File: config.mk
export PLATFORM = sky130hd
export DESIGN_NAME = pdsr_core
export DESIGN_NICKNAME = d
export VERILOG_FILES = /design/src/core/pdsr_pkg.sv /design/src/core/pdsr_core.sv
export SDC_FILE = /design/constraint.sdc
export NUM_CORES = 2
export LEC_CHECK = 0
export BUFFER_PORTS_ARGS = -buffer_cell sky130_fd_sc_hd__buf_4
export CAP_MARGIN = 20
export CORE_AREA = 3 3 387 274
export DETAILED_ROUTE_END_ITERATION = 10
export DIE_AREA = 0 0 390 277
export GPL_ROUTABILITY_DRIVEN = 0
export HOLD_SLACK_MARGIN = 0.15
export SLEW_MARGIN = 20
export SYNTH_ARGS = -nofsm -noshare
export SYNTH_HDL_FRONTEND = slang
export SYNTH_SLANG_ARGS = --single-unit
File: constraint.sdc
create_clock -name core_clk_i -period 21.1 [get_ports core_clk_i]
set_input_delay 1.055 -clock core_clk_i [delete_from_list [all_inputs] [get_ports core_clk_i]]
set_output_delay 1.055 -clock core_clk_i [all_outputs]
set_load 0.02 [all_outputs]
File: src/core/pdsr_pkg.sv
/*
 * Package for the processor debug status register bank: register
 * offsets, field positions, cause codes and the carrier structs.
 * Assumes a single core clock and a word-wide status register port.
 */
package pdsr_pkg;
	// Register offsets (word indices of the status register space)
	localparam logic [7:0] PDSR_OFF_OSC_TILE_CELL = 8'h07;
	localparam logic [7:0] PDSR_OFF_OSC_TILE_WIRE = 8'h08;
	localparam logic [7:0] PDSR_OFF_OSC_PERIPH_CELL = 8'h09;
	localparam logic [7:0] PDSR_OFF_OSC_PERIPH_WIRE = 8'h0a;
	localparam logic [7:0] PDSR_OFF_MEM_CAPACITY = 8'h0c;
	localparam logic [7:0] PDSR_OFF_SAVED_STATUS = 8'h10;
	localparam logic [7:0] PDSR_OFF_SAVED_PC = 8'h11;
	localparam logic [7:0] PDSR_OFF_SAVED_SP = 8'h12;
	localparam logic [7:0] PDSR_OFF_REGREAD_THREAD = 8'h13;
	localparam logic [7:0] PDSR_OFF_REGREAD_INDEX = 8'h14;
	localparam logic [7:0] PDSR_OFF_IRQ_CAUSE = 8'h15;
	localparam logic [7:0] PDSR_OFF_IRQ_INFO = 8'h16;
	localparam logic [7:0] PDSR_OFF_STOP_MASK = 8'h18;
	localparam logic [7:0] PDSR_OFF_SCRATCH = 8'h20;
	localparam logic [7:0] PDSR_OFF_SCRATCH_LAST = 8'h27;
	localparam logic [7:0] PDSR_OFF_IBREAK = 8'h30;
	localparam logic [7:0] PDSR_OFF_IBREAK_LAST = 8'h33;
	// Saved status word: writable bits (10,9,7,6,4:0); bit 8 is read-only
	localparam logic [10:0] PDSR_STATUS_WMASK = 11'h6df;
	localparam int PDSR_STATUS_ISSUE_BIT = 8;
	// Cause field layout and codes
	localparam int PDSR_CAUSE_LSB = 0;
	localparam int PDSR_THREAD_LSB = 8;
	localparam int PDSR_BPNUM_LSB = 16;
	localparam logic [2:0] PDSR_CAUSE_NONE = 3'h0;
	localparam logic [2:0] PDSR_CAUSE_HOST = 3'h1;
	localparam logic [2:0] PDSR_CAUSE_DBG_CALL = 3'h2;
	localparam logic [2:0] PDSR_CAUSE_IBREAK = 3'h3;
	localparam logic [2:0] PDSR_CAUSE_DWATCH = 3'h4;
	localparam logic [2:0] PDSR_CAUSE_RWATCH = 3'h5;
	// Reset values, memory size and array counts
	localparam logic [31:0] PDSR_RST_WORD = 32'h0;
	localparam logic [15:0] PDSR_RST_OSC = 16'h0;
	localparam logic [31:0] PDSR_MEM_BYTES = 32'h0008_0000;
	localparam int PDSR_NUM_IBREAK = 4;
	localparam int PDSR_NUM_SCRATCH = 8;

	// One status register access from the processor
	typedef struct packed {
		logic valid;
		logic write;
		logic [7:0] addr;
		logic [31:0] wdata;
	} pdsr_ps_req_t;

	// Debugger entry reported by the core, with the state to capture
	typedef struct packed {
		logic valid;
		logic [2:0] cause;
		logic [7:0] thread;
		logic [1:0] bpnum;
		logic [31:0] data;
		logic [10:0] status;
		logic [31:0] pc;
		logic [31:0] sp;
	} pdsr_entry_t;

	// One scratch access from the tile configuration side
	typedef struct packed {
		logic valid;
		logic write;
		logic [2:0] idx;
		logic [31:0] wdata;
	} pdsr_cfg_req_t;
endpackage

File: src/core/pdsr_core.sv
/*
 * Processor debug status register bank for one tile: oscillator count
 * readbacks, memory capacity, debugger entry capture, register-read
 * operands, thread stop mask, shared scratch and instruction breakpoints.
 * Assumes all inputs are synchronous to core_clk_i, the oscillator ticks
 * arrive as one-cycle pulses, and por_i is asserted only at power-up.
 */
// Summary of operation
// - Oscillator counters cleared only by power-up.
// - Four read-only 16-bit oscillator counts, 0x07-0x0A.
// - Read-only memory capacity at 0x0C, bits 31:2.
// - Debugger entry captures saved status into 0x10.
// - Status bits 0-4: events, interrupts, sequence, handler, kernel.
// - Status bits 6-10: paused, fast, issue, space id.
// - Debugger entry captures saved program counter, 0x11.
// - Debugger entry captures saved stack pointer, 0x12.
// - Register-read thread at 0x13, index at 0x14.
// - Cause code in bits 2:0, reset to zero.
// - Lowest firing breakpoint number; zero for host, call.
// - Causing thread in bits 15:8; zero for host.
// - Watchpoint address or resource id into 0x16.
// - Stop mask at 0x18 blocks threads after return.
// - Eight scratch words shared with configuration space.
// - Four breakpoint addresses; match raises debug interrupt outside debug mode.
// - Condition bit picks equal or not-equal; enable gates.
module pdsr_core
	import pdsr_pkg::*;
#(
	parameter logic [31:0] MEM_BYTES = PDSR_MEM_BYTES
) (
	input wire logic core_clk_i,
	input wire logic rst_i,
	input wire logic por_i,
	input wire pdsr_ps_req_t ps_req_i,
	input wire logic debug_mode_i,
	input wire pdsr_entry_t entry_i,
	input wire pdsr_cfg_req_t cfg_req_i,
	input wire logic [3:0] osc_tick_i,
	input wire logic [3:0] ibreak_en_i,
	input wire logic [3:0] ibreak_cond_i,
	input wire logic pc_valid_i,
	input wire logic [31:0] pc_i,
	input wire logic [7:0] pc_thread_i,
	input wire logic [10:0] pc_status_i,
	input wire logic [31:0] pc_sp_i,
	output logic [31:0] ps_rdata_o,
	output logic ps_rvalid_o,
	output logic [31:0] cfg_rdata_o,
	output logic cfg_rvalid_o,
	output logic [7:0] regread_thread_o,
	output logic [4:0] regread_index_o,
	output logic [7:0] stop_mask_o,
	output logic debug_irq_o,
	output logic [2:0] debug_cause_o
);

	// Lowest set bit of a four-bit vector
	function automatic logic [1:0] lowest_bit(input logic [3:0] v);
		if (v[0]) begin
			return 2'd0;
		end else if (v[1]) begin
			return 2'd1;
		end else if (v[2]) begin
			return 2'd2;
		end
		return 2'd3;
	endfunction

	// Address range check for register groups
	function automatic logic in_range(input logic [7:0] a, input logic [7:0] lo,
		input logic [7:0] hi);
		return (a >= lo) && (a <= hi);
	endfunction

	logic [15:0] osc_count [4];
	logic [10:0] saved_status;
	logic [31:0] saved_pc;
	logic [31:0] saved_sp;
	logic [7:0] regread_thread;
	logic [4:0] regread_index;
	logic [2:0] irq_cause;
	logic [7:0] irq_thread;
	logic [1:0] irq_bpnum;
	logic [31:0] irq_info;
	logic [7:0] stop_mask;
	logic [31:0] scratch [PDSR_NUM_SCRATCH];
	logic [31:0] instr_break_address [PDSR_NUM_IBREAK];

	// Breakpoint comparison per slot
	wire logic [3:0] ibreak_fire;
	genvar g;
	generate
		for (g = 0; g < PDSR_NUM_IBREAK; g++) begin : g_cmp
			assign ibreak_fire[g] = pc_valid_i && ibreak_en_i[g] && !debug_mode_i &&
				((pc_i == instr_break_address[g]) ^ ibreak_cond_i[g]);
		end
	endgenerate

	// Entry source: the core's report wins over a breakpoint in the same cycle
	wire logic ibreak_take = |ibreak_fire && !entry_i.valid;
	wire logic entry_take = entry_i.valid || ibreak_take;
	wire logic [2:0] next_cause = entry_i.valid ? entry_i.cause : PDSR_CAUSE_IBREAK;
	wire logic cause_host = next_cause == PDSR_CAUSE_HOST;
	wire logic cause_call = next_cause == PDSR_CAUSE_DBG_CALL;
	wire logic [7:0] next_thread = cause_host ? 8'h00 :
		(entry_i.valid ? entry_i.thread : pc_thread_i);
	wire logic [1:0] next_bpnum = (cause_host || cause_call) ? 2'd0 :
		(entry_i.valid ? entry_i.bpnum : lowest_bit(ibreak_fire));
	wire logic data_cause = next_cause == PDSR_CAUSE_DWATCH ||
		next_cause == PDSR_CAUSE_RWATCH;

	// Register write decode; status port writes only take effect in debug mode
	wire logic ps_wr = ps_req_i.valid && ps_req_i.write && debug_mode_i;
	wire logic [7:0] a = ps_req_i.addr;
	wire logic wr_status = ps_wr && a == PDSR_OFF_SAVED_STATUS;
	wire logic wr_pc = ps_wr && a == PDSR_OFF_SAVED_PC;
	wire logic wr_sp = ps_wr && a == PDSR_OFF_SAVED_SP;
	wire logic wr_rthread = ps_wr && a == PDSR_OFF_REGREAD_THREAD;
	wire logic wr_rindex = ps_wr && a == PDSR_OFF_REGREAD_INDEX;
	wire logic wr_cause = ps_wr && a == PDSR_OFF_IRQ_CAUSE;
	wire logic wr_info = ps_wr && a == PDSR_OFF_IRQ_INFO;
	wire logic wr_mask = ps_wr && a == PDSR_OFF_STOP_MASK;
	wire logic wr_scratch = ps_wr && in_range(a, PDSR_OFF_SCRATCH, PDSR_OFF_SCRATCH_LAST);
	wire logic wr_ibreak = ps_wr && in_range(a, PDSR_OFF_IBREAK, PDSR_OFF_IBREAK_LAST);
	wire logic cfg_wr = cfg_req_i.valid && cfg_req_i.write;
	wire logic [2:0] ps_scr_idx = a[2:0];
	wire logic [1:0] ps_bp_idx = a[1:0];

	// Read selection; reserved bits and unmapped offsets read as zero
	logic [31:0] rd_word;
	always_comb begin
		rd_word = PDSR_RST_WORD;
		if (in_range(a, PDSR_OFF_OSC_TILE_CELL, PDSR_OFF_OSC_PERIPH_WIRE)) begin
			rd_word = {16'h0000, osc_count[2'(a - PDSR_OFF_OSC_TILE_CELL)]};
		end else if (a == PDSR_OFF_MEM_CAPACITY) begin
			rd_word = {MEM_BYTES[31:2], 2'b00};
		end else if (a == PDSR_OFF_SAVED_STATUS) begin
			rd_word = {21'h0, saved_status};
		end else if (a == PDSR_OFF_SAVED_PC) begin
			rd_word = saved_pc;
		end else if (a == PDSR_OFF_SAVED_SP) begin
			rd_word = saved_sp;
		end else if (a == PDSR_OFF_REGREAD_THREAD) begin
			rd_word = {24'h0, regread_thread};
		end else if (a == PDSR_OFF_REGREAD_INDEX) begin
			rd_word = {27'h0, regread_index};
		end else if (a == PDSR_OFF_IRQ_CAUSE) begin
			rd_word = {14'h0, irq_bpnum, irq_thread, 5'h00, irq_cause};
		end else if (a == PDSR_OFF_IRQ_INFO) begin
			rd_word = irq_info;
		end else if (a == PDSR_OFF_STOP_MASK) begin
			rd_word = {24'h0, stop_mask};
		end else if (in_range(a, PDSR_OFF_SCRATCH, PDSR_OFF_SCRATCH_LAST)) begin
			rd_word = scratch[ps_scr_idx];
		end else if (in_range(a, PDSR_OFF_IBREAK, PDSR_OFF_IBREAK_LAST)) begin
			rd_word = instr_break_address[ps_bp_idx];
		end
	end

	// Oscillator counters: cleared only at power-up, so a system reset keeps them
	always_ff @(posedge core_clk_i or posedge por_i) begin
		if (por_i) begin
			for (int i = 0; i < 4; i++) begin
				osc_count[i] <= PDSR_RST_OSC;
			end
		end else begin
			for (int i = 0; i < 4; i++) begin
				if (osc_tick_i[i]) begin
					osc_count[i] <= osc_count[i] + 16'h0001;
				end
			end
		end
	end

	// Debugger entry capture; the entry wins over a same-cycle software write
	always_ff @(posedge core_clk_i or posedge rst_i) begin
		if (rst_i) begin
			saved_status <= '0;
			saved_pc <= PDSR_RST_WORD;
			saved_sp <= PDSR_RST_WORD;
		end else if (entry_take) begin
			saved_status <= entry_i.valid ? entry_i.status : pc_status_i;
			saved_pc <= entry_i.valid ? entry_i.pc : pc_i;
			saved_sp <= entry_i.valid ? entry_i.sp : pc_sp_i;
		end else begin
			if (wr_status) begin
				saved_status <= (saved_status & ~PDSR_STATUS_WMASK) |
					(ps_req_i.wdata[10:0] & PDSR_STATUS_WMASK);
			end
			if (wr_pc) begin
				saved_pc <= ps_req_i.wdata;
			end
			if (wr_sp) begin
				saved_sp <= ps_req_i.wdata;
			end
		end
	end

	// Cause, thread and breakpoint number move as one group; data loads only on watchpoint entries
	always_ff @(posedge core_clk_i or posedge rst_i) begin
		if (rst_i) begin
			irq_cause <= PDSR_CAUSE_NONE;
			irq_thread <= 8'h00;
			irq_bpnum <= 2'd0;
			irq_info <= PDSR_RST_WORD;
		end else if (entry_take) begin
			irq_cause <= next_cause;
			irq_thread <= next_thread;
			irq_bpnum <= next_bpnum;
			if (data_cause) begin
				irq_info <= entry_i.data;
			end
		end else begin
			if (wr_cause) begin
				irq_cause <= ps_req_i.wdata[PDSR_CAUSE_LSB +: 3];
				irq_thread <= ps_req_i.wdata[PDSR_THREAD_LSB +: 8];
				irq_bpnum <= ps_req_i.wdata[PDSR_BPNUM_LSB +: 2];
			end
			if (wr_info) begin
				irq_info <= ps_req_i.wdata;
			end
		end
	end

	// Register-read operands and thread stop mask
	always_ff @(posedge core_clk_i or posedge rst_i) begin
		if (rst_i) begin
			regread_thread <= 8'h00;
			regread_index <= 5'h00;
			stop_mask <= 8'h00;
		end else begin
			if (wr_rthread) begin
				regread_thread <= ps_req_i.wdata[7:0];
			end
			if (wr_rindex) begin
				regread_index <= ps_req_i.wdata[4:0];
			end
			if (wr_mask) begin
				stop_mask <= ps_req_i.wdata[7:0];
			end
		end
	end

	// Scratch words: one store for both ports, the status port wins a clash
	always_ff @(posedge core_clk_i or posedge rst_i) begin
		if (rst_i) begin
			for (int i = 0; i < PDSR_NUM_SCRATCH; i++) begin
				scratch[i] <= PDSR_RST_WORD;
			end
		end else if (wr_scratch) begin
			scratch[ps_scr_idx] <= ps_req_i.wdata;
		end else if (cfg_wr) begin
			scratch[cfg_req_i.idx] <= cfg_req_i.wdata;
		end
	end

	// Breakpoint addresses
	always_ff @(posedge core_clk_i or posedge rst_i) begin
		if (rst_i) begin
			for (int i = 0; i < PDSR_NUM_IBREAK; i++) begin
				instr_break_address[i] <= PDSR_RST_WORD;
			end
		end else if (wr_ibreak) begin
			instr_break_address[ps_bp_idx] <= ps_req_i.wdata;
		end
	end

	// Registered read answers and outputs
	always_ff @(posedge core_clk_i or posedge rst_i) begin
		if (rst_i) begin
			ps_rdata_o <= PDSR_RST_WORD;
			ps_rvalid_o <= 1'b0;
			cfg_rdata_o <= PDSR_RST_WORD;
			cfg_rvalid_o <= 1'b0;
			debug_irq_o <= 1'b0;
			debug_cause_o <= PDSR_CAUSE_NONE;
		end else begin
			ps_rvalid_o <= ps_req_i.valid && !ps_req_i.write;
			ps_rdata_o <= (ps_req_i.valid && !ps_req_i.write) ? rd_word : PDSR_RST_WORD;
			cfg_rvalid_o <= cfg_req_i.valid && !cfg_req_i.write;
			cfg_rdata_o <= (cfg_req_i.valid && !cfg_req_i.write) ?
				scratch[cfg_req_i.idx] : PDSR_RST_WORD;
			debug_irq_o <= ibreak_take;
			debug_cause_o <= entry_take ? next_cause : debug_cause_o;
		end
	end

	// Mirror the operand and mask registers to the core
	assign regread_thread_o = regread_thread;
	assign regread_index_o = regread_index;
	assign stop_mask_o = stop_mask;
endmodule

==> impl_metrics.ini <==
[cts]
clk_latency_ns = 0.67
cts_buffers = 67
post_cts_buffers = 0
cts_htree_levels = 3
cts_buffer_depth = 3
cts_sinks = 659
post_cts_resized = 0
cts_tree = built
clk_pin_slew_ns = 0.06
clock-root-buffer = clkbuf_16
hold_buffers = 0

[global_routing]
grt_max_degree = 173
grt_usage_pct = 28.0
grt_pass1_wl_mm = 225
antenna_found_initial = 6
grt_overflow = 0
grt_pass1_vias = 30920

[place]
placed_cell_area_um2 = 39600
dp_hpwl_mm = 103
preCtsSetupSlack_ns = 15.82
io_buffer_count = 390

[sta]
finalSetupViolations = 0
fin_ws_ns = 16.35
relSlewSlack_pct = 21.8
min_period_ns = 4.75
hold_viol_final = 0
fmax_ghz = 0.210
rsz0062_at_grt = false
fin_crit_sh_pct = 22.5
clock_skew_ns = 0.0406
fin_setup_tns_ns = 0
slew_viol_final = 0
worst_pin_slew_ns = 1.17

[logic_synthesis]
synth_ff_type = dfrtp_1
yosys_register_bits = 659
yosys_warnings = 0
async_flop_share_pct = 100
syn_area_per_cell_um2 = 10.4
synth_cell_type_count = 77
syn_nets = 3765
synthTopCellsByArea = dfrtp_1 (46%), mux2_2 (5.8%), o22a_1 (5.5%), nand2_1 (5.0%), o21ai_0 (3.7%)
netlist_instances = 3457
syn_area_um2 = 35900
synth_area_leader_cell = dfrtp_1
synth.top_cell.area_share_pct = 45.9
synth_edf_count = 0
yosysSeqAreaShare_pct = 45.9

[hold_path]
hold_path_class = in -> async

[setup_path]
arrival_ns = 5.32
r2r_slack_ns = 17.17
crit_type = in -> reg
cp-end-kind = flop
path_max_fanout = 57
critPathLaunchType = primary input
cp.required_ns = 21.67

[die]
initial_core_util_pct = 35.1
fp.coreArea_um2 = 102000
dieArea_um2 = 108000
die_w_um = 390
rows = 98
die_h_um = 277
io_pins = 391

[routing]
wl_per_cell_um = 30.9
first_iter_violations = 4462
viasPerCell = 6.33
first_pass_iters = 6
ant_nets = 0
drc_errors = 0
drt-total-wl_mm = 155
dr_total_vias = 31890

[pwr]
leakagePower_nw = 17.8
power_w = 0.00315
ir_worst_vdd_mv = 0.0691
powerDensity_nw_per_um2 = 75.3

[run_status]
status = finished, final reports clean

[layout]
multiInputGateArea_um2 = 17900
syn2layout_area_growth_pct = 16.6
fin_util_pct = 41.0
fillCellCount = 9956
fin_area_um2 = 41900
layout-drive-gt1-share_pct = 25.5
nets = 3942
final-seq-area_um2 = 16500

[job]
max_cap_violations = 0
critical path, cell delays in order:
cell	delay, ns
buf_4	0.66
inv_1	0.53
ha_1	0.47
o21ai_0	0.20
a21boi_1	0.09
buf_4	0.20
nor3_1	0.75
nand2_1	0.86
nor3_1	0.37
final timing paths:
kind	cells after the start	startpoint	endpoint
hold / removal	2	rst_i	saved_sp[22]$_DFFE_PP0P_
setup / recovery	9	ps_req_i[32]	ps_rdata_o[16]$_DFF_PP0_
hold reg to reg	1	osc_count[63]$_DFFE_PP0P_	osc_count[63]$_DFFE_PP0P_
max in group asynchronous	4	rst_i	scratch[227]$_DFFE_PP0P_
setup reg to reg	8	instr_break_address[36]$_DFFE_PP0P_	saved_sp[28]$_DFFE_PP0P_
min in group core_clk_i	1	osc_count[63]$_DFFE_PP0P_	osc_count[63]$_DFFE_PP0P_
cell usage in the layout, fill, tap and decap left out, drive strengths merged, types with 6 or more instances in the layout:
cell type,Yosys,routed
mux2i,24,24
mux4,50,50
o221ai,60,60
xor2,112,112
mux2,211,211
ha,8,8
o22ai,91,91
inv,16,18
o211ai,28,28
nand2,475,475
buf,115,458
clkbuf,235,99
nand4,30,30
a211oi,11,11
a221o,35,35
a41oi,13,13
nand2b,41,41
nand3,24,24
a221oi,50,50
or3,6,6
clkinv,0,11
a21oi,44,44
nor2,67,67
o221a,64,64
and4,7,7
and2,8,8
a22o,31,31
nor3,49,49
o22a,227,227
and3,18,18
dfrtp,659,659
a2bb2oi,34,34
nor4,43,43
a22oi,75,75
o21ai,294,294
or2,38,38
a31oi,31,31
xnor2,77,77
cell usage after synthesis (30+ instances only):
cell type	count
a22oi_1	75
dfrtp_1	659
mux2_2	186
nand2b_1	41
a2bb2oi_1	34
buf_1	30
o21ai_0	264
a21oi_1	44
clkbuf_1	235
nand2_1	474
or2_2	37
buf_2	62
o221ai_1	60
o22ai_1	91
mux4_2	50
xor2_1	112
o21ai_1	30
nor3_1	49
nor2_1	66
nor4_1	42
o22a_1	227
a22o_1	31
a31oi_1	31
a221oi_1	50
xnor2_1	77
a221o_1	35
o221a_2	39
layer usage:
metal	up-vias	GRT usage (%)	share of wire, %
met4	4	10.5	4.4
met3	376	7.33	12
li1	13367	-	-
met2	2154	40.3	42
met5	-	0	0.014
met1	15989	40.0	42
layout make-up:
class                   instances  share of cell area (%)
flip-flops and latches        659                    39.4
clock buffers                  99                    4.80
diodes                          4                  0.0239
multi-input cells            2432                    42.8
clock inverters                20                   0.541
inverters                      16                   0.161
well taps                    1350                    4.03
repair buffers                458                    8.25
report_power, final:
part	switching [W]	internal (W)
clock	0.000554	0.000701
sequential	0.0000983	0.00136
combinational	0.000259	0.000185
total	0.000911	0.00224
through the flow:
stage                     hold WS (ns)  std cells
final                            0.473       5038
after global routing             0.507       5035
after CTS                        0.482       5034
after detailed placement         0.470       4915
after global placement           0.461       4915
after floorplan                  0.440       3457
flip-flops by register name (all words and copies together) (netlist names), 5 cells and up:
signal,flops
cfg_rdata_o,32
saved_pc,32
irq_thread,8
saved_sp,32
stop_mask_o,8
osc_count,64
instr_break_address,128
regread_index_o,5
regread_thread_o,8
scratch,256
saved_status,11
ps_rdata_o,32
irq_info,32
cell families after synthesis:
| kind of cell | count (synthesis) | synth area share (%) |
|---|---|---|
| AOI/OAI and AO/OA | 1117 | 23.2 |
| adders and majority gates | 8 | 0.279 |
| muxes | 285 | 10.7 |
| DFF | 659 | 45.9 |
| and+or+nand+nor | 833 | 10.7 |
| buffers and inverters | 366 | 4.54 |
| xor gates and xnor gates | 189 | 4.61 |
Power figures use the tool's default switching activity.
